==> src/epf_cfg.svh <==
// Constants of the EEPROM protection and flash command sequencer.
// Assumes a 32-bit AXI4-Lite slave port with an 8-bit byte address.
`ifndef EPF_CFG_SVH
`define EPF_CFG_SVH

// Register byte offsets
`define EPF_OFF_PROT   8'h00
`define EPF_OFF_STAT   8'h04
`define EPF_OFF_IDX    8'h08
`define EPF_OFF_PARM   8'h0C
`define EPF_OFF_MODE   8'h10

// Field positions
`define EPF_OPEN_BIT   7
`define EPF_SIZE_W     7
`define EPF_ST_COMMAND_COMPLETE_FLAG    7
`define EPF_ST_ACCESS_ERROR_FLAG  5
`define EPF_ST_PROTECT_VIOLATION_FLAG  4
`define EPF_ST_MG1     1
`define EPF_ST_MG0     0
`define EPF_MODE_LOCK  0

// Address map
`define EPF_EE_BASE    24'h10_0000
`define EPF_EE_STEP    25'h20
`define EPF_PF_LO      24'hFF_0000
`define EPF_PF_HI      24'hFF_FFFF
`define EPF_PF_END     26'h100_0000
`define EPF_BOOT_PHR   24'hFF_FE08
`define EPF_BOOT_MSB   23
`define EPF_PHR_STEP   24'h8

// Commands and parameter checks
`define EPF_CMD_VFY    8'h03
`define EPF_CMD_RD1    8'h04
`define EPF_IDX_VFY    3'h2
`define EPF_IDX_RD1    3'h1
`define EPF_RD1_MAX    16'h0007
`define EPF_ERASED     64'hFFFF_FFFF_FFFF_FFFF
`define EPF_FULL_SIZE  7'h7F

// Bus answers
`define EPF_RESP_OK    2'h0
`define EPF_RESP_SLV   2'h2

`endif

==> src/epf_pkg.sv <==
// Types of the EEPROM protection and flash command sequencer.
// Assumes epf_cfg.svh is on the include path.
`include "epf_cfg.svh"

package epf_pkg;

   typedef enum logic [2:0] {
      EPF_BOOT = 3'h0,
      EPF_IDLE = 3'h1,
      EPF_VFY  = 3'h3,
      EPF_RD1  = 3'h5
   } epf_fsm_e;

   typedef enum logic [2:0] {
      EPF_R_PROT = 3'h0,
      EPF_R_STAT = 3'h1,
      EPF_R_IDX  = 3'h2,
      EPF_R_PARM = 3'h3,
      EPF_R_MODE = 3'h4,
      EPF_R_NONE = 3'h7
   } epf_reg_e;

   typedef struct packed {
      epf_fsm_e                 fsm;
      logic                     protOpen;
      logic [`EPF_SIZE_W-1:0]   protSize;
      logic                     command_complete_flag;
      logic                     access_error_flag;
      logic                     protect_violation_flag;
      logic                     mg1;
      logic                     mg0;
      logic                     modeLock;
      logic [2:0]               idx;
      logic [7:0][15:0]         parm;
      logic [23:0]              vAddr;
      logic [15:0]              vLeft;
      logic                     memReq;
      logic                     memInfo;
      logic [23:0]              memAddr;
      logic                     peAllow;
      logic                     peDeny;
      logic                     awHeld;
      logic                     wHeld;
      logic [7:0]               awAddr;
      logic [31:0]              wData;
      logic [3:0]               wStrb;
      logic                     awRdy;
      logic                     wRdy;
      logic                     bvalid;
      logic [1:0]               bresp;
      logic                     arRdy;
      logic                     rvalid;
      logic [31:0]              rdata;
      logic [1:0]               rresp;
   } epf_state_s;

endpackage

==> src/epf_prot_range.sv <==
// Protected EEPROM window check for program and erase requests.
// Assumes the size field is as wide as the implemented EEPROM needs.
`include "epf_cfg.svh"

module epf_prot_range
   import epf_pkg::*;
(
   // Protection setting
   input  wire logic                   protOpen,
   input  wire logic [`EPF_SIZE_W-1:0] protSize,
   // Request
   input  wire logic [23:0]            addr,
   input  wire logic                   blockErase,
   // Verdict
   output logic                        deny
);

   logic [24:0] limit;
   logic        inRange;

   // One 32-byte step per size count, first step always protected
   assign limit = {1'b0, `EPF_EE_BASE}
                + {13'h0, protSize, 5'h0} + `EPF_EE_STEP;
   assign inRange = ({1'b0, addr} >= {1'b0, `EPF_EE_BASE})
                 && ({1'b0, addr} < limit);
   // Any protection at all rules out a block erase
   assign deny = !protOpen && (blockErase || inRange);

endmodule

==> src/epf_addr_check.sv <==
// Address checks for a section erase verify.
// Assumes program flash spans EPF_PF_LO to EPF_PF_HI.
`include "epf_cfg.svh"

module epf_addr_check
   import epf_pkg::*;
(
   // Section
   input  wire logic [23:0] startAddr,
   input  wire logic [15:0] phraseCount,
   // Faults
   output logic             badAddr,
   output logic             misaligned,
   output logic             crossesEnd
);

   logic [25:0] endAddr;

   assign endAddr    = {2'b00, startAddr} + {7'h0, phraseCount, 3'h0};
   assign badAddr    = (startAddr < `EPF_PF_LO)
                    || (startAddr > `EPF_PF_HI);
   assign misaligned = (startAddr[2:0] != 3'h0);
   assign crossesEnd = (endAddr > `EPF_PF_END);

endmodule

==> src/epf_flash_seq.sv <==
// EEPROM protection register, erase verify and read-once sequencer.
// Assumes a flash read port that answers each held request with one
// memAck pulse carrying a big-endian 64-bit phrase.
`include "epf_cfg.svh"

// How it works
// - Open bit clear blocks program/erase in range
// - Range starts at EEPROM base, 32-byte steps
// - All-ones size protects the full 4K
// - Size field width matches the EEPROM
// - Accepted launch clears complete flag; done sets it
// - Blank-check failure sets both status bits
// - Verify needs parameter index two at launch
// - Verify refused in locked mode
// - Invalid global address gives access error
// - Misaligned phrase address gives access error
// - Section past flash end gives access error
// - Any verify or read-once read error sets upper status bit
// - Uncorrectable read error sets lower bit
// - Read-once reads one of 8 info-area phrases
// - Read-once code, index, first word back
// - Reset loads protection byte from flash
// - Protected write refused, violation flag set
// - Block erase refused while any protection
module epf_flash_seq
   import epf_pkg::*;
(
   // Clock and reset
   input  wire logic        core_clk,
   input  wire logic        rstn,
   // AXI4-Lite write
   input  wire logic        awvalid,
   output logic             awready,
   input  wire logic [7:0]  awaddr,
   input  wire logic        wvalid,
   output logic             wready,
   input  wire logic [31:0] wdata,
   input  wire logic [3:0]  wstrb,
   output logic             bvalid,
   input  wire logic        bready,
   output logic [1:0]       bresp,
   // AXI4-Lite read
   input  wire logic        arvalid,
   output logic             arready,
   input  wire logic [7:0]  araddr,
   output logic             rvalid,
   input  wire logic        rready,
   output logic [31:0]      rdata,
   output logic [1:0]       rresp,
   // Flash read port
   output logic             memReq,
   output logic             memInfo,
   output logic [23:0]      memAddr,
   input  wire logic        memAck,
   input  wire logic [63:0] memRdata,
   input  wire logic        memErrAny,
   input  wire logic        memErrFatal,
   // Program and erase check port
   input  wire logic        peReq,
   input  wire logic [23:0] peAddr,
   input  wire logic        peBlockErase,
   output logic             peAllow,
   output logic             peDeny
);

   epf_state_s  st;
   epf_state_s  next_st;
   logic        wrDo;
   logic        launch;
   logic        peBad;
   logic        badAddr;
   logic        misaligned;
   logic        crossesEnd;
   logic [7:0]  cmd;
   logic [23:0] secAddr;
   logic [31:0] rdMux;
   logic [15:0] wMerged;

   function automatic epf_reg_e regSel(input logic [7:0] a);
      case (a)
         `EPF_OFF_PROT: regSel = EPF_R_PROT;
         `EPF_OFF_STAT: regSel = EPF_R_STAT;
         `EPF_OFF_IDX:  regSel = EPF_R_IDX;
         `EPF_OFF_PARM: regSel = EPF_R_PARM;
         `EPF_OFF_MODE: regSel = EPF_R_MODE;
         default:       regSel = EPF_R_NONE;
      endcase
   endfunction

   // Word 0 carries the command code and address bits 23:16
   assign cmd     = st.parm[0][15:8];
   assign secAddr = {st.parm[0][7:0], st.parm[1]};
   assign wMerged = {st.wStrb[1] ? st.wData[15:8] : st.parm[st.idx][15:8],
                     st.wStrb[0] ? st.wData[7:0]  : st.parm[st.idx][7:0]};

   epf_prot_range u_prot (
      .protOpen   (st.protOpen),
      .protSize   (st.protSize),
      .addr       (peAddr),
      .blockErase (peBlockErase),
      .deny       (peBad)
   );

   epf_addr_check u_addr (
      .startAddr   (secAddr),
      .phraseCount (st.parm[2]),
      .badAddr     (badAddr),
      .misaligned  (misaligned),
      .crossesEnd  (crossesEnd)
   );

   ////////////////////////////////////////////////////////////////////////
   // Register read view

   always_comb begin
      rdMux = 32'h0000_0000;
      case (regSel(araddr))
         EPF_R_PROT: begin
            rdMux[`EPF_OPEN_BIT]      = st.protOpen;
            rdMux[`EPF_SIZE_W-1:0]    = st.protSize;
         end
         EPF_R_STAT: begin
            rdMux[`EPF_ST_COMMAND_COMPLETE_FLAG]   = st.command_complete_flag;
            rdMux[`EPF_ST_ACCESS_ERROR_FLAG] = st.access_error_flag;
            rdMux[`EPF_ST_PROTECT_VIOLATION_FLAG] = st.protect_violation_flag;
            rdMux[`EPF_ST_MG1]    = st.mg1;
            rdMux[`EPF_ST_MG0]    = st.mg0;
         end
         EPF_R_IDX:  rdMux[2:0]   = st.idx;
         EPF_R_PARM: rdMux[15:0]  = st.parm[st.idx];
         EPF_R_MODE: rdMux[`EPF_MODE_LOCK] = st.modeLock;
         default:    rdMux = 32'h0000_0000;
      endcase
   end

   ////////////////////////////////////////////////////////////////////////
   // Next state

   always_comb begin
      next_st = st;
      launch  = 1'b0;
      wrDo    = st.awHeld && st.wHeld && !st.bvalid;
      next_st.peAllow = 1'b0;
      next_st.peDeny  = 1'b0;

      // Address and data are taken in either order, then applied together
      if (awvalid && st.awRdy) begin
         next_st.awHeld = 1'b1;
         next_st.awAddr = awaddr;
      end
      if (wvalid && st.wRdy) begin
         next_st.wHeld = 1'b1;
         next_st.wData = wdata;
         next_st.wStrb = wstrb;
      end
      if (st.bvalid && bready) begin
         next_st.bvalid = 1'b0;
      end
      if (wrDo) begin
         next_st.awHeld = 1'b0;
         next_st.wHeld  = 1'b0;
         next_st.bvalid = 1'b1;
         next_st.bresp  = (regSel(st.awAddr) == EPF_R_NONE) ?
                          `EPF_RESP_SLV : `EPF_RESP_OK;
         case (regSel(st.awAddr))
            EPF_R_PROT: begin
               if (st.wStrb[0]) begin
                  next_st.protOpen = st.wData[`EPF_OPEN_BIT];
                  next_st.protSize = st.wData[`EPF_SIZE_W-1:0];
               end
            end
            EPF_R_STAT: begin
               if (st.wStrb[0]) begin
                  if (st.wData[`EPF_ST_ACCESS_ERROR_FLAG]) begin
                     next_st.access_error_flag = 1'b0;
                  end
                  if (st.wData[`EPF_ST_PROTECT_VIOLATION_FLAG]) begin
                     next_st.protect_violation_flag = 1'b0;
                  end
                  launch = st.wData[`EPF_ST_COMMAND_COMPLETE_FLAG] && st.command_complete_flag
                        && (st.fsm == EPF_IDLE);
               end
            end
            EPF_R_IDX: begin
               // Parameters are frozen while a command runs
               if (st.wStrb[0] && st.command_complete_flag) begin
                  next_st.idx = st.wData[2:0];
               end
            end
            EPF_R_PARM: begin
               if (st.command_complete_flag) begin
                  next_st.parm[st.idx] = wMerged;
               end
            end
            EPF_R_MODE: begin
               if (st.wStrb[0]) begin
                  next_st.modeLock = st.wData[`EPF_MODE_LOCK];
               end
            end
            default: begin
            end
         endcase
      end
      next_st.awRdy = !next_st.awHeld && !next_st.bvalid;
      next_st.wRdy  = !next_st.wHeld && !next_st.bvalid;

      if (st.rvalid && rready) begin
         next_st.rvalid = 1'b0;
      end
      if (arvalid && st.arRdy) begin
         next_st.rvalid = 1'b1;
         next_st.rdata  = rdMux;
         next_st.rresp  = (regSel(araddr) == EPF_R_NONE) ?
                          `EPF_RESP_SLV : `EPF_RESP_OK;
      end
      next_st.arRdy = !next_st.rvalid;

      // A pending error blocks a new launch until software clears it
      if (launch && !next_st.access_error_flag && !next_st.protect_violation_flag) begin
         next_st.mg1 = 1'b0;
         next_st.mg0 = 1'b0;
         case (cmd)
            `EPF_CMD_VFY: begin
               if ((st.idx != `EPF_IDX_VFY) || st.modeLock
                   || badAddr || misaligned || crossesEnd) begin
                  next_st.access_error_flag = 1'b1;
               end else begin
                  next_st.command_complete_flag  = 1'b0;
                  next_st.fsm   = EPF_VFY;
                  next_st.vAddr = secAddr;
                  next_st.vLeft = st.parm[2];
               end
            end
            `EPF_CMD_RD1: begin
               if ((st.idx != `EPF_IDX_RD1)
                   || (st.parm[1] > `EPF_RD1_MAX)) begin
                  next_st.access_error_flag = 1'b1;
               end else begin
                  next_st.command_complete_flag    = 1'b0;
                  next_st.fsm     = EPF_RD1;
                  next_st.memReq  = 1'b1;
                  next_st.memInfo = 1'b1;
                  next_st.memAddr = {18'h0, st.parm[1][2:0], 3'h0};
               end
            end
            default: next_st.access_error_flag = 1'b1;
         endcase
      end

      case (st.fsm)
         EPF_BOOT: begin
            if (!st.memReq) begin
               next_st.memReq  = 1'b1;
               next_st.memInfo = 1'b0;
               next_st.memAddr = `EPF_BOOT_PHR;
            end else if (memAck) begin
               next_st.memReq = 1'b0;
               next_st.fsm    = EPF_IDLE;
               next_st.command_complete_flag   = 1'b1;
               // A broken protection byte leaves the EEPROM fully guarded
               if (memErrFatal) begin
                  next_st.protOpen = 1'b0;
                  next_st.protSize = `EPF_FULL_SIZE;
               end else begin
                  next_st.protOpen = memRdata[`EPF_BOOT_MSB];
                  next_st.protSize = memRdata[`EPF_BOOT_MSB-1 -: `EPF_SIZE_W];
               end
            end
         end
         EPF_VFY: begin
            if (!st.memReq) begin
               if (st.vLeft == 16'h0000) begin
                  next_st.fsm  = EPF_IDLE;
                  next_st.command_complete_flag = 1'b1;
               end else begin
                  next_st.memReq  = 1'b1;
                  next_st.memInfo = 1'b0;
                  next_st.memAddr = st.vAddr;
               end
            end else if (memAck) begin
               if (memErrAny || memErrFatal) begin
                  next_st.mg1 = 1'b1;
               end
               if (memErrFatal) begin
                  next_st.mg0 = 1'b1;
               end
               if (memRdata != `EPF_ERASED) begin
                  next_st.mg1 = 1'b1;
                  next_st.mg0 = 1'b1;
               end
               next_st.vLeft = st.vLeft - 16'h0001;
               next_st.vAddr = st.vAddr + `EPF_PHR_STEP;
               if (st.vLeft == 16'h0001) begin
                  next_st.memReq = 1'b0;
                  next_st.fsm    = EPF_IDLE;
                  next_st.command_complete_flag   = 1'b1;
               end else begin
                  next_st.memAddr = st.vAddr + `EPF_PHR_STEP;
               end
            end
         end
         EPF_RD1: begin
            if (memAck) begin
               next_st.parm[2] = memRdata[63:48];
               next_st.mg1     = memErrAny || memErrFatal;
               next_st.mg0     = memErrFatal;
               next_st.memReq  = 1'b0;
               next_st.memInfo = 1'b0;
               next_st.fsm     = EPF_IDLE;
               next_st.command_complete_flag    = 1'b1;
            end
         end
         default: begin
         end
      endcase

      // The violation set comes last so it wins over a same-cycle clear
      if (peReq) begin
         if (peBad) begin
            next_st.peDeny = 1'b1;
            next_st.protect_violation_flag = 1'b1;
         end else begin
            next_st.peAllow = 1'b1;
         end
      end
   end

   always_ff @(posedge core_clk or negedge rstn) begin
      if (!rstn) begin
         st <= '0;
      end else begin
         st <= next_st;
      end
   end

   assign awready = st.awRdy;
   assign wready  = st.wRdy;
   assign bvalid  = st.bvalid;
   assign bresp   = st.bresp;
   assign arready = st.arRdy;
   assign rvalid  = st.rvalid;
   assign rdata   = st.rdata;
   assign rresp   = st.rresp;
   assign memReq  = st.memReq;
   assign memInfo = st.memInfo;
   assign memAddr = st.memAddr;
   assign peAllow = st.peAllow;
   assign peDeny  = st.peDeny;

   ////////////////////////////////////////////////////////////////////////
   // Checks

   a_first_step_guarded: assert property (@(posedge core_clk)
      disable iff (!rstn) peReq && !st.protOpen && !peBlockErase
      && (peAddr >= 24'h10_0000) && (peAddr < 24'h10_0020) |=> peDeny)
      else $error("first 32 bytes not protected");
   a_open_allows: assert property (@(posedge core_clk)
      disable iff (!rstn) peReq && st.protOpen |=> peAllow && !peDeny)
      else $error("open protection still refused");
   a_full_size_top: assert property (@(posedge core_clk)
      disable iff (!rstn) peReq && !st.protOpen && !peBlockErase
      && (st.protSize == 7'h7F) |=> (peDeny == ($past(peAddr) >= 24'h10_0000
      && $past(peAddr) <= 24'h10_0FFF)))
      else $error("full size range wrong");
   a_viol_flag: assert property (@(posedge core_clk)
      disable iff (!rstn) peDeny |-> st.protect_violation_flag && !peAllow)
      else $error("refusal without violation flag");
   a_block_erase: assert property (@(posedge core_clk)
      disable iff (!rstn) peReq && peBlockErase && !st.protOpen |=> peDeny)
      else $error("block erase not refused");
   a_index_check: assert property (@(posedge core_clk)
      disable iff (!rstn) launch && !st.access_error_flag && !st.protect_violation_flag
      && (cmd == 8'h03) && (st.idx != 3'h2) |=> st.access_error_flag && st.command_complete_flag)
      else $error("wrong index not flagged");
   a_mode_check: assert property (@(posedge core_clk)
      disable iff (!rstn) launch && !st.protect_violation_flag && (cmd == 8'h03)
      && st.modeLock |=> st.access_error_flag && (st.fsm == EPF_IDLE))
      else $error("locked mode verify ran");
   a_misalign: assert property (@(posedge core_clk)
      disable iff (!rstn) launch && !st.protect_violation_flag && (cmd == 8'h03)
      && (st.parm[1][2:0] != 3'h0) |=> st.access_error_flag)
      else $error("misaligned start accepted");
   a_busy_in_verify: assert property (@(posedge core_clk)
      disable iff (!rstn) (st.fsm == EPF_VFY) |-> !st.command_complete_flag)
      else $error("complete flag set while verifying");
   a_last_done: assert property (@(posedge core_clk)
      disable iff (!rstn) (st.fsm == EPF_VFY) && st.memReq && memAck
      && (st.vLeft == 16'h0001) |=> st.command_complete_flag && (st.fsm == EPF_IDLE))
      else $error("verify end did not complete");
   a_blank_fail: assert property (@(posedge core_clk)
      disable iff (!rstn) (st.fsm == EPF_VFY) && st.memReq && memAck
      && (memRdata != 64'hFFFF_FFFF_FFFF_FFFF) |=> st.mg1 && st.mg0)
      else $error("blank failure not reported");
   a_read_errors: assert property (@(posedge core_clk)
      disable iff (!rstn) (st.fsm == EPF_VFY) && st.memReq && memAck
      && memErrAny |=> st.mg1 && (st.mg0 || !$past(memErrFatal)))
      else $error("read error not reported");
   a_fatal_error: assert property (@(posedge core_clk)
      disable iff (!rstn) (st.fsm == EPF_VFY) && st.memReq && memAck
      && memErrFatal |=> st.mg0 && st.mg1)
      else $error("fatal read error not reported");
   a_read_once_word: assert property (@(posedge core_clk)
      disable iff (!rstn) (st.fsm == EPF_RD1) && memAck
      |=> st.parm[2] == $past(memRdata[63:48]) && st.command_complete_flag)
      else $error("read-once word not returned");
   a_boot_load: assert property (@(posedge core_clk)
      disable iff (!rstn) (st.fsm == EPF_BOOT) && st.memReq && memAck
      && !memErrFatal |=> {st.protOpen, st.protSize}
      == $past(memRdata[23:16]))
      else $error("protection byte not loaded");

endmodule

==> config.mk <==
export PLATFORM = sky130hd
export DESIGN_NAME = epf_flash_seq
export DESIGN_NICKNAME = d
export VERILOG_FILES = /design/src/epf_pkg.sv /design/src/epf_prot_range.sv /design/src/epf_addr_check.sv /design/src/epf_flash_seq.sv
export VERILOG_INCLUDE_DIRS = /design/src
export SDC_FILE = /design/constraint.sdc
export NUM_CORES = 1
export LEC_CHECK = 0
export BUFFER_PORTS_ARGS = -buffer_cell sky130_fd_sc_hd__buf_2
export CORE_UTILIZATION = 40
export CTS_BUF_LIST = sky130_fd_sc_hd__clkbuf_4 sky130_fd_sc_hd__clkbuf_8 sky130_fd_sc_hd__clkbuf_16
export DETAILED_ROUTE_END_ITERATION = 16
export GPL_TIMING_DRIVEN = 1
export PLACE_DENSITY_LB_ADDON = 0.15
export SETUP_SLACK_MARGIN = 0.02
export SYNTH_ARGS = -nofsm -noshare
export SYNTH_HDL_FRONTEND = slang
export SYNTH_SLANG_ARGS = --single-unit
==> constraint.sdc <==
create_clock -name core_clk -period 3.4 [get_ports core_clk]
set_input_delay 0.51 -clock core_clk [delete_from_list [all_inputs] [get_ports core_clk]]
set_output_delay 0.51 -clock core_clk [all_outputs]
set_load 0.1 [all_outputs]
* Word level (Yosys, flattened, before mapping)
Index checks and enable logic that the tools add are counted.
** Word-level totals
- Bits in registers :: 269
- Output and inout bits :: 69
- Logic and storage cells :: 226
** Cells by class
- $add $sub $neg :: 5
- $lt $le $gt $ge :: 8
- Equal/unequal tests :: 27
- Multiplexer cells :: 105
- Reduce and logical (&&, ||, !) cells :: 43
** Operator list (count)
- $mux W40 :: 4
- $mux W48 :: 3
- $bwmux W128 :: 1
- $mux W26 :: 3
- $mux W24 :: 3
- $mux W66 :: 1
- $mux W16 :: 4
- $mux W8 :: 8
- $ne A64 B64 Y1 const B :: 1
- $bmux W16 S3 :: 1
- $demux W16 S3 :: 1
- $pmux W24 S2 :: 1
- $mux W41 :: 1
- $mux W35 :: 1
- $mux W3 :: 11
- $eq A8 B4 Y1 const B :: 4
- $pmux W3 S5 :: 2
- $mux W1 :: 29
- $mux W2 :: 14
- $gt A26 B25 Y1 const B :: 1
- $add A24 B19 Y25 :: 1
- $add A25 B6 Y25 const B :: 1
- $lt A24 B25 Y1 :: 1
- $mux W25 :: 1
- other kinds (35) :: 90

* Logic depth before layout (Yosys ltp)
Gate-level depths: netlist of run 1.
- Depth in word-level cells :: 15
- Depth in mapped cells :: 14
- Mapped depth without buffers :: 12

* Cells and area by module
A second synthesis of run 1 with hierarchy kept.
** Unflattened totals
- Cell total of the unflattened synthesis :: 1569
- Area total of the unflattened synthesis :: 14926.8 um2
** By module, submodules not included
- epf_flash_seq :: times used 1, cells an instance 1382, area an instance 13630.6 um2
- epf_addr_check :: times used 1, cells an instance 150, area an instance 1008.5 um2
- epf_prot_range :: times used 1, cells an instance 37, area an instance 287.8 um2

* Least setup slack after synthesis of run 1
Ideal clock, no wire load.
- Kind :: register -> register
- Start :: register st, in the netlist bvalid
- End :: register st[140] in the netlist's numbering
- Setup time :: 65 ps
- Arrival :: 3393 ps
- Path slack :: -58 ps
- Cell stages (with the launch flop) :: 11
- Cell sequence :: dfrtp_1 -> or4_1 -> buf_2 -> or4_1 -> nand2b_4 -> nor3_2 -> nor3b_2 -> a32oi_1 -> nand2_1 -> buf_2 -> o221a_2
** RTL lines
- start: declaration :: line epf_flash_seq.sv:66 : epf_state_s st;
- start signal: assignment :: line epf_flash_seq.sv:332 : st <= next_st;

==> run summary, run 1 <==
Synth area leader -> dfrtp_1
PwrDens -> 458 nW/um^2
FFs w/ async S/R, synth -> 1.00
Post-synthesis sequential area ratio -> 0.444
Top FF cell, synth -> dfrtp_1
Multi-input logic area -> 7700 sq um
Post-Route WL -> 49,200 um
CTS tree -> built
Initial antenna violation count -> 1
TritonRoute pass-1 iters -> 5
Critical-path cell list -> or4_1 -> or4_4 -> or4_1 -> nand2b_4 -> nor3_4 -> nor3b_4 -> a32oi_4 -> buf_6 -> buf_6 -> or3_1 -> nand3_1
Mux share of post-synthesis cell area -> 0.0879
FF/Latch Area -> 6680 sq um
Setup Viol. Count Final -> 20
Placed cell count -> 2,309
Post-Layout Cell Count -> 2,371
Finished Core Util -> 0.501
Post-Synth XOR/XNOR Area -> 0.0122
Dominant cells by area after synthesis -> dfrtp_1, mux2_2, nand2_1
Setup crit end kind -> flop
Placed inst area -> 17,100 sq um
Synth Area in Simple Gates -> 0.181
Top cell type's share of synthesized area -> 0.444
CP arrival -> 3.94 ns
Core box area -> 36,800 sq um
Layout net count -> 2,062
ANT nets after route -> 0
Critical Path Slowest Stage Cell -> or4_1
Post-Syn Instances -> 1,634
HP Class -> primary input to flop
Largest family of logic cells by synthesized area -> compound AO/OA/AOI/OAI gates
Syn_area_per_cell -> 9.20 sq um
GPL Wtd Cong -> 0.933
Slew @ Worst Pin -> 0.805 ns
Slowest stage delay, CP -> 0.55 ns
Largest net degree at the start of global routing -> 95
Fin crit period -> 3.44 ns
Final Hold Fails -> 0
Fmax -> 0.290 GHz
Chip height -> 196 um
#FFs+latches synth -> 267
DRC -> 0
Final instance area -> 18,400 sq um
I/O Buffers -> 179
Final period util -> 1.01
Wire per inst -> 20.7 um
Number of diodes -> 0
Initial Util -> 0.409
LEAKAGE -> 8.54 nW
Mapped Area -> 15,000 sq um
FP Rows -> 70
Fin. max-slew vios -> 0
Failing checks -> setup timing
Layout cells sized above 1 -> 0.295
Post-synth EDFFs -> 0
# fillers -> 3,468
Startpoint type of the worst setup path -> flop
CTS root buffer -> clkbuf_16
Total global-route track usage -> 0.256
Grt total ovfl -> 0
First-pass GRT wire length -> 76,400 um
Max-capacitance violation count -> 0
Clock insertion delay at the later pin of the skew report -> 0.57 ns
Synth Area in Compound Gates -> 0.188
Fin worst setup slack -> -0.0440 ns
Vias after detailed routing -> 13,630
IO Count -> 221
Max rail drop VDD -> 0.554 mV
H-Tree Depth -> 1
Reg clk slew, reported paths -> 0.06 ns
Area of the die -> 38,400 sq um
Setup TNS Final -> -0.385 ns
Cell variety after synth -> 68
Die width -> 196 um
Clock Tree Buf Depth -> 3
Status -> complete, but fails checks
WS Path Type -> flop to flop
Max Clock Skew -> 0.0239 ns
Area Growth Syn to Fin -> 22.5%
RSZ-0062 raised after global routing -> true
Critical Path RT -> 3.89 ns
Number of global-route vias before repair -> 13,015
Adder-cell share of the synthesized area -> 0.0238
DR iter-0 viols -> 1,183
Crit Path Max Fanout -> 6
Slew HR -> 0.462
Synthesis Warnings -> 0
Num CTS Buffers -> 30
Post-detail-place hpwl -> 37,000 um
Vias per cell -> 5.75
Sink Count -> 267
==> placed cells by master, fill, tap and decap left out, types with 32 or more instances in the layout <==
cell	netlist	routed
o21ai_0	131	129
mux2i_1	32	32
a21oi_1	106	104
nor3_1	49	47
buf_4	60	164
nand4_1	42	42
nor2_1	116	114
mux2_2	89	88
nand3_1	54	54
nand2_1	187	187
dfrtp_1	267	266
a22oi_1	65	65
buf_2	3	178
==> where the power goes <==
| group | total, mW | internal, mW | switching (mW) | leakage, nW |
|---|---|---|---|---|
| combinational | 1.55 | 0.556 | 0.993 | 4.65 |
| sequential | 3.60 | 3.39 | 0.211 | 3.38 |
| clock | 3.29 | 1.95 | 1.34 | 0.509 |
| total | 8.44 | 5.90 | 2.55 | 8.54 |
==> cell type report <==
cell class | instances | share of cell area
multi-input cells | 1196 | 0.418
clock inverters | 10 | 0.00679
inverters | 32 | 0.00652
flip-flops and latches | 267 | 0.363
well taps | 468 | 0.0318
clock buffers | 43 | 0.0477
repair buffers | 355 | 0.127
==> registers in the layout, summed over array words and instances, names as in the netlist, 8 cells and up <==
| register | cells |
|---|---|
| cmd | 8 |
| memAddr | 24 |
| rdata | 16 |
| st | 184 |
| secAddr | 24 |
==> layer usage <==
layer / part of all wire / global-route usage / vias up / wire length [um]
met2: 0.46 / 0.406 / 447 / 22600
li1: - / - / 6422 / -
met4: 0.024 / 0.0602 / 2 / 1180
met1: 0.46 / 0.370 / 6693 / 22400
met3: 0.060 / 0.0321 / 66 / 2930
met5: 0.00033 / 0 / - / 16
==> final timing paths <==
check,to,slack [ns],depth (start not counted),from
setup / recovery,st[135],-0.04,11,st[77]
hold / removal,wready,0.14,2,wvalid
setup reg to reg,st[135],-0.04,11,st[77]
hold reg to reg,wready,0.46,1,st[85]
max in group asynchronous,st[211],1.99,3,rstn
min in group asynchronous,st[124],0.48,2,rstn
==> cells in the mapped netlist, types with 11 or more instances <==
cell type and n:
a31oi_1 11, dfrtp_1 267, mux2_2 89, nand2_1 187
nand2b_1 13, o21ai_0 131, nand4_1 42, a22oi_1 65
a21oi_1 106, buf_4 60, xnor2_1 11, and3_1 22
nor3_1 49, nor2_1 116, o21a_1 11, a211oi_1 24
clkbuf_1 88, inv_1 31, nor4_1 16, mux2i_1 32
ha_1 27, or4_1 12, nand3_1 54, o221a_2 17
==> critical path, delay by kind of cell (launching register included) <==
| kind | cells | cell delay, ns |
|---|---|---|
| compound gates | 1 | 0.16 |
| buf+inv | 2 | 0.29 |
| simple gates | 8 | 2.55 |
| flops | 1 | 0.37 |
==> cells by family (layout without fill, tap and decap cells) <==
logic type | count (synthesis) | in the layout
multiplexers | 121 | 121
other | 1 | 18
XOR/XNOR | 21 | 21
buffers and inverters | 188 | 440
AND/OR/NAND/NOR | 564 | 564
flip-flops | 267 | 267
AO/OA/AOI/OAI | 444 | 444
adder cells (fa/ha/maj) | 28 | 28
==> stage by stage <==
stage                     power [mW]  hold slack [ns]  worst slack, ns
after detailed placement        5.20            0.457           -0.392
after global placement          5.17            0.461           -0.383
after floorplan                 4.61            0.214           0.0228
after CTS                       8.50            0.115          -0.0435
final                           8.44            0.135          -0.0440
after global routing            8.80            0.128           -0.213
==> repair_timing <==
action	CTS	global route
hold endpoints to repair	61	0
endpoints found under the setup margin	41	44
gates resized for setup	25	16
pin swaps	7	6
hold buffers	1	0
setup buffers	6	2
Power figures use the tool's default switching activity.
==> inputs of run 2 (changes only) <==
Settings changed: MAX_ROUTING_LAYER set to met4, TNS_END_PERCENT set to 30.
==> run 2 against run 1 <==
Net effect:
- the run still ends with setup timing left
- register-to-register slack about the same
- critical path type unchanged
- critical path depth up 3
- worst hold slack better by 0.020 ns
- final area up 0.69%
- count of clock-buffer cells in the layout up 2
- highest routed layer is now met4
==> run summary, run 2 (synthesis results as in run 1) <==
Status -> complete, but fails checks (unchanged)
Failing checks -> setup timing (unchanged)
Fin crit period -> 3.45 ns (was 3.44 ns)
TritonRoute pass-1 iters -> 5 (unchanged)
Reg clk slew, reported paths -> 0.06 ns (about the same)
Post-Layout Cell Count -> 2,375 (was 2,371)
Most frequent cells in the layout -> dfrtp_1, nand2_1, buf_2 (unchanged)
HP Class -> primary input to flop (unchanged)
Sink Count -> 267 (unchanged)
Slowest stage delay, CP -> 0.44 ns (was 0.55 ns)
Delay-heaviest family, CP -> compound AO/OA/AOI/OAI gates (was simple AND/OR/NAND/NOR gates)
Multi-input logic area -> 7740 sq um (was 7700 sq um)
Vias after detailed routing -> 13,601 (was 13,630)
Die width -> 196 um (unchanged)
Commonest non-fill, non-tap cell in the layout -> dfrtp_1 (unchanged)
Setup Viol. Count Final -> 23 (was 20)
Final Hold Fails -> 0 (unchanged)
PwrDens -> 469 nW/um^2 (was 458 nW/um^2)
Initial antenna violation count -> 5 (was 1)
Clk pwr share -> 0.409 (was 0.390)
Reg2reg end -> st[115] (was st[135])
Num CTS Buffers -> 30 (unchanged)
First-pass GRT wire length -> 76,700 um (was 76,400 um)
Min-Delay Path Depth -> 2 (unchanged)
CTS root buffer -> clkbuf_16 (unchanged)
Core box area -> 36,800 sq um (unchanged)
Layout net count -> 2,062 (unchanged)
I/O Buffers -> 179 (unchanged)
Largest Register -> st (unchanged)
# fillers -> 3,507 (was 3,468)
Register-to-Register Path Depth -> 14 (was 11)
Max reg flops -> 184 (unchanged)
Total global-route track usage -> 0.267 (was 0.256)
R2R Setup Slk -> -0.05 ns (was -0.04 ns)
Setup crit end kind -> flop (unchanged)
WS Path Type -> flop to flop (unchanged)
Grt total ovfl -> 0 (unchanged)
Crit Path Max Fanout -> 7 (was 6)
Startpoint type of the worst setup path -> flop (unchanged)
Net Sw Frac -> 0.290 (was 0.302)
Chip height -> 196 um (unchanged)
Vias per cell -> 5.73 (was 5.75)
Wire per inst -> 21.0 um (was 20.7 um)
Post-detail-place hpwl -> 37,800 um (was 37,000 um)
Max rail drop VDD -> 0.630 mV (was 0.554 mV)
Layout cells sized above 1 -> 0.300 (was 0.295)
Final Total Pwr -> 8.70 mW (was 8.44 mW)
DRC -> 0 (unchanged)
Area Growth Syn to Fin -> 23.4% (was 22.5%)
Setup TNS Final -> -0.736 ns (was -0.385 ns)
Number of global-route vias before repair -> 13,184 (was 13,015)
Fmax -> 0.290 GHz (about the same)
Slew HR -> 0.363 (was 0.462)
Flop pwr share -> 0.414 (was 0.427)
Switching pwr -> 2.53 mW (was 2.55 mW)
Post-Route WL -> 49,800 um (was 49,200 um)
ANT nets after route -> 0 (unchanged)
Initial Util -> 0.409 (unchanged)
Start of the worst register-to-register path -> secAddr[11] (was st[77])
Placed cell count -> 2,309 (unchanged)
DR iter-0 viols -> 1,076 (was 1,183)
Final period util -> 1.02 (was 1.01)
Fin. max-slew vios -> 0 (unchanged)
Max Clock Skew -> 0.0161 ns (was 0.0239 ns)
Worst path most repeated cell -> buf_4
Fin worst setup slack -> -0.0524 ns (was -0.0440 ns)
IO Count -> 221 (unchanged)
Crit. Startpoint -> secAddr[11] (was st[77])
Largest net degree at the start of global routing -> 83 (was 95)
LEAKAGE -> 8.57 nW (was 8.54 nW)
Critical Path Slowest Stage Cell -> or3b_2 (was or4_1)
CP Buf/Inv Count -> 4 (was 2)
H-Tree Depth -> 1 (unchanged)
Comb pwr share -> 0.177 (was 0.183)
Pre-CTS setup slack -> -0.308 ns (was -0.392 ns)
FP Rows -> 70 (unchanged)
FF/Latch Area -> 6680 sq um (unchanged)
CP arrival -> 3.91 ns (was 3.94 ns)
Max-capacitance violation count -> 0 (unchanged)
Area of the die -> 38,400 sq um (unchanged)
Critical-path cell list -> ha_1 -> buf_4 -> and3_1 -> nand3_1 -> a21o_1 -> nand4_1 -> or3b_2 -> a2111oi_1 -> buf_4 -> a32oi_4 -> buf_6 -> buf_8 -> o31ai_4 -> a21oi_2 (was or4_1 -> or4_4 -> or4_1 -> nand2b_4 -> nor3_4 -> nor3b_4 -> a32oi_4 -> buf_6 -> buf_6 -> or3_1 -> nand3_1)
CTS tree -> built (unchanged)
Internal power -> 6.17 mW (was 5.90 mW)
Clock Tree Buf Depth -> 3 (unchanged)
WP depth -> 14 (was 11)
Worst setup endpoint -> st[115] (was st[135])
GPL Wtd Cong -> 0.903 (was 0.933)
Finished Core Util -> 0.504 (was 0.501)
Critical Path RT -> 3.86 ns (was 3.89 ns)
Clock insertion delay at the later pin of the skew report -> 0.57 ns (about the same)
Slew @ Worst Pin -> 0.956 ns (was 0.805 ns)
RSZ-0062 raised after global routing -> true (unchanged)
-- run 2: cell types whose count changed in the layout (fill, tap and decap cells not counted), sizes merged --
cell and change:
diode +2, bufinv +3, clkinv -4, clkbuf +2
inv +1
-- run 2: cell type report --
cell class	count	area share
Inverter	32	0.00647
Clock inverter	10	0.0103
Clock buffer	45	0.0489
Timing Repair Buffer	355	0.125
Multi-Input combinational cell	1196	0.417
Antenna cell	2	0.000270
Tap cell	468	0.0316
Sequential cell	267	0.360
-- run 2: power groups by stage --
stage | Sequential, mW | Clock (mW) | Combinational (mW)
finish | 3.60 | 3.56 | 1.54
global route | 3.63 | 3.74 | 1.69
CTS | 3.60 | 3.61 | 1.54
detailed placement | 3.66 | 0 | 1.54
global placement | 3.65 | 0 | 1.51
floorplan | 3.72 | 0 | 0.887
-- run 2: routing by layer --
metal | share of wire | GRT usage
met1 | 0.46 | 0.370
met2 | 0.46 | 0.413
met3 | 0.052 | 0.0370
met4 | 0.023 | 0.0631
met5 | 0 | -
-- run 2: worst min-delay path by stage --
stage          startpoint       to  slack, ns
2_1_floorplan        rstn  arready       0.21
3_3_place_gp       st[85]   wready       0.46
3_5_place_dp      st[214]  st[214]       0.47
4_1_cts            wvalid   wready       0.14
5_1_grt            wvalid   wready       0.16
6_report           wvalid   wready       0.16
-- run 2: repair_timing --
item | CTS | global route
gates cloned | 2 | 0
buffers inserted | 6 | 0
resized for setup | 37 | 14
hold buffers | 1 | 0
endpoints found under the hold margin | 75 | 0
pin swaps | 7 | 7
setup endpoints to repair | 41 | 43
-- run 2: worst register-to-register path, delay by kind of cell, from the launching register on --
family,cells,cell delay (ns)
AOI/OAI and AO/OA,5,1.00
DFF,1,0.40
adders and majority gates,1,0.43
and+or+nand+nor,4,0.82
buffers and inverters,4,0.69
-- run 2: through the flow --
step / cell area [sq um] / hold slack (ns)
6_report: 18600 / 0.156
2_1_floorplan: 15100 / 0.214
5_1_grt: 18600 / 0.155
3_5_place_dp: 17100 / 0.471
3_3_place_gp: 17100 / 0.462
4_1_cts: 18500 / 0.137
==> inputs of run 3 (changes only) <==
Settings changed: CORE_ASPECT_RATIO set to 1.25.
==> run 3 against run 2 <==
Net effect:
- the flow finishes with violations (hold timing)
- first-iteration DRC count fell by 16%
- final area shrank 0.13%
- clock power down 6%
- flip-flop and latch count is the same
- total power is 2.3% lower
==> run summary, run 3 (synthesis results as in run 1) <==
Status -> complete, but fails checks (unchanged)
Failing checks -> hold timing (was setup timing)
Clock insertion delay at the later pin of the skew report -> 0.58 ns (was 0.57 ns)
WP depth -> 13 (was 14)
Commonest non-fill, non-tap cell in the layout -> dfrtp_1 (unchanged)
Layout net count -> 2,050 (was 2,062)
Core box area -> 37,200 sq um (was 36,800 sq um)
Placed inst area -> 17,100 sq um (about the same)
CTS tree -> built (unchanged)
Initial Util -> 0.405 (was 0.409)
IO Count -> 221 (unchanged)
Final instance area -> 18,500 sq um (was 18,600 sq um)
HP Class -> primary input to asynchronous set/reset pin (was primary input to flop)
Register-to-Register Path Depth -> 13 (was 14)
Max-capacitance violation count -> 0 (unchanged)
TritonRoute pass-1 iters -> 5 (unchanged)
Fin. max-slew vios -> 0 (unchanged)
FP Rows -> 79 (was 70)
Post-Route WL -> 49,000 um (was 49,800 um)
ANT nets after route -> 0 (unchanged)
LEAKAGE -> 8.52 nW (was 8.57 nW)
Worst path most repeated cell -> buf_4 (unchanged)
Clock Tree Buf Depth -> 3 (unchanged)
Fmax -> 0.294 GHz (was 0.290 GHz)
Delay-heaviest family, CP -> compound AO/OA/AOI/OAI gates (unchanged)
Startpoint type of the worst setup path -> flop (unchanged)
First-pass GRT wire length -> 75,700 um (was 76,700 um)
Max rail drop VDD -> 0.646 mV (was 0.630 mV)
Grt total ovfl -> 0 (unchanged)
Number of global-route vias before repair -> 13,020 (was 13,184)
GPL Wtd Cong -> 0.922 (was 0.903)
Setup Viol. Count Final -> 0 (was 23)
Crit Path Max Fanout -> 9 (was 7)
Critical-path cell list -> buf_4 -> ha_1 -> a21o_1 -> nand4_1 -> a221oi_2 -> a31oi_1 -> or4_4 -> nor4_4 -> buf_4 -> a32oi_4 -> buf_12 -> buf_16 -> o221a_2 (was ha_1 -> buf_4 -> and3_1 -> nand3_1 -> a21o_1 -> nand4_1 -> or3b_2 -> a2111oi_1 -> buf_4 -> a32oi_4 -> buf_6 -> buf_8 -> o31ai_4 -> a21oi_2)
Wire per inst -> 20.6 um (was 21.0 um)
Vias per cell -> 5.65 (was 5.73)
Final period util -> 0.999 (was 1.02)
Post-detail-place hpwl -> 36,300 um (was 37,800 um)
FF/Latch Area -> 6680 sq um (unchanged)
Largest net degree at the start of global routing -> 92 (was 83)
Largest Register -> st (unchanged)
Slowest stage delay, CP -> 0.56 ns (was 0.44 ns)
Max Clock Skew -> 0.0296 ns (was 0.0161 ns)
Max reg flops -> 184 (unchanged)
Area of the die -> 38,400 sq um (about the same)
Critical Path RT -> 3.85 ns (was 3.86 ns)
H-Tree Depth -> 1 (unchanged)
I/O Buffers -> 179 (unchanged)
CP arrival -> 3.85 ns (was 3.91 ns)
Fin crit period -> 3.40 ns (was 3.45 ns)
Vias after detailed routing -> 13,446 (was 13,601)
# fillers -> 3,625 (was 3,507)
Area Growth Syn to Fin -> 23.2% (was 23.4%)
Final Hold Fails -> 8 (was 0)
Die width -> 175 um (was 196 um)
Total global-route track usage -> 0.263 (was 0.267)
Setup crit end kind -> flop (unchanged)
CTS root buffer -> clkbuf_16 (unchanged)
PwrDens -> 458 nW/um^2 (was 469 nW/um^2)
Num CTS Buffers -> 29 (was 30)
Initial antenna violation count -> 2 (was 5)
Hold_ws -> -0.00428 ns (was 0.156 ns)
Finished Core Util -> 0.499 (was 0.504)
Multi-input logic area -> 7780 sq um (was 7740 sq um)
DRC -> 0 (unchanged)
Reg clk slew, reported paths -> 0.07 ns (was 0.06 ns)
Sink Count -> 267 (unchanged)
RSZ-0062 raised after global routing -> true (unchanged)
Chip height -> 219 um (was 196 um)
Slew @ Worst Pin -> 0.891 ns (was 0.956 ns)
Slew HR -> 0.405 (was 0.363)
WS Path Type -> flop to flop (unchanged)
CP Buf/Inv Count -> 4 (unchanged)
Critical Path Slowest Stage Cell -> or4_4 (was or3b_2)
DR iter-0 viols -> 908 (was 1,076)
Layout cells sized above 1 -> 0.298 (was 0.300)
Most frequent cells in the layout -> dfrtp_1, nand2_1, buf_2 (unchanged)
## run 3: changes by cell type in the layout (fill, tap and decap cells not counted), moves of 3 or more
cell | before | now
clkbuf_4 | 8 | 1
buf_6 | 4 | 1
buf_12 | 6 | 9
clkinv_2 | 3 | 7
o21ai_2 | 3 | 0
o31ai_1 | 1 | 7
a21oi_1 | 101 | 97
a21oi_2 | 5 | 8
buf_4 | 162 | 152
clkinvlp_4 | 0 | 3
o221a_4 | 3 | 0
o31ai_2 | 8 | 1
o221a_2 | 14 | 17
## run 3: final timing paths
check,to,startpoint,slack [ns]
worst min-delay path,st[141],rstn,-0.004
worst max register to register,st[146],st[188],0.004
worst max-delay path,st[146],st[188],0.004
min in group core_clk,rvalid,rready,0.14
max in group asynchronous,rdata[1],rstn,2.60
worst min register to register,wready,st[85],0.47
## run 3: through the flow
stage / worst slack, ns / hold WS (ns) / setup TNS, ns / power (mW) / instances
floorplan: 0.0228 / 0.214 / 0 / 4.61 / 1651
global placement: -0.264 / 0.461 / -7.18 / 5.15 / 2317
detailed placement: -0.307 / 0.471 / -8.08 / 5.18 / 2317
CTS: -0.0118 / 0.0139 / -0.118 / 8.55 / 2375
global route: -0.128 / 0.0403 / -3.67 / 8.85 / 2379
finish: 0.00435 / -0.00428 / 0 / 8.49 / 2379
## run 3: layer usage
layer / track usage / vias up / part of all wire / wire length [um]
li1: - / 6388 / - / -
met1: 0.339 / 6645 / 0.44 / 21700
met2: 0.427 / 339 / 0.49 / 23900
met3: 0.0305 / 74 / 0.040 / 1960
met4: 0.0936 / 0 / 0.032 / 1560
met5: - / - / 0 / 0
## run 3: area by class of cell
cell class	count	area share
sequential	267	0.361
timing repair buffer	344	0.125
tap	486	0.0328
clock buffer	36	0.0440
inverter	32	0.00648
clock inverter	16	0.0105
multi-input combinational	1196	0.420
antenna	2	0.000270
## run 3: power by group
part | internal, mW | switching (mW)
Clock | 2.00 | 1.36
Combinational | 0.550 | 0.965
Sequential | 3.39 | 0.223
Total | 5.94 | 2.55
## run 3: repair_timing
action / CTS / global route
setup endpoints to repair: 41 / 54
resized for setup: 42 / 17
hold buffers: 0 / 0
pin swaps: 7 / 7
setup buffers: 4 / 1
cloned: 2 / 1
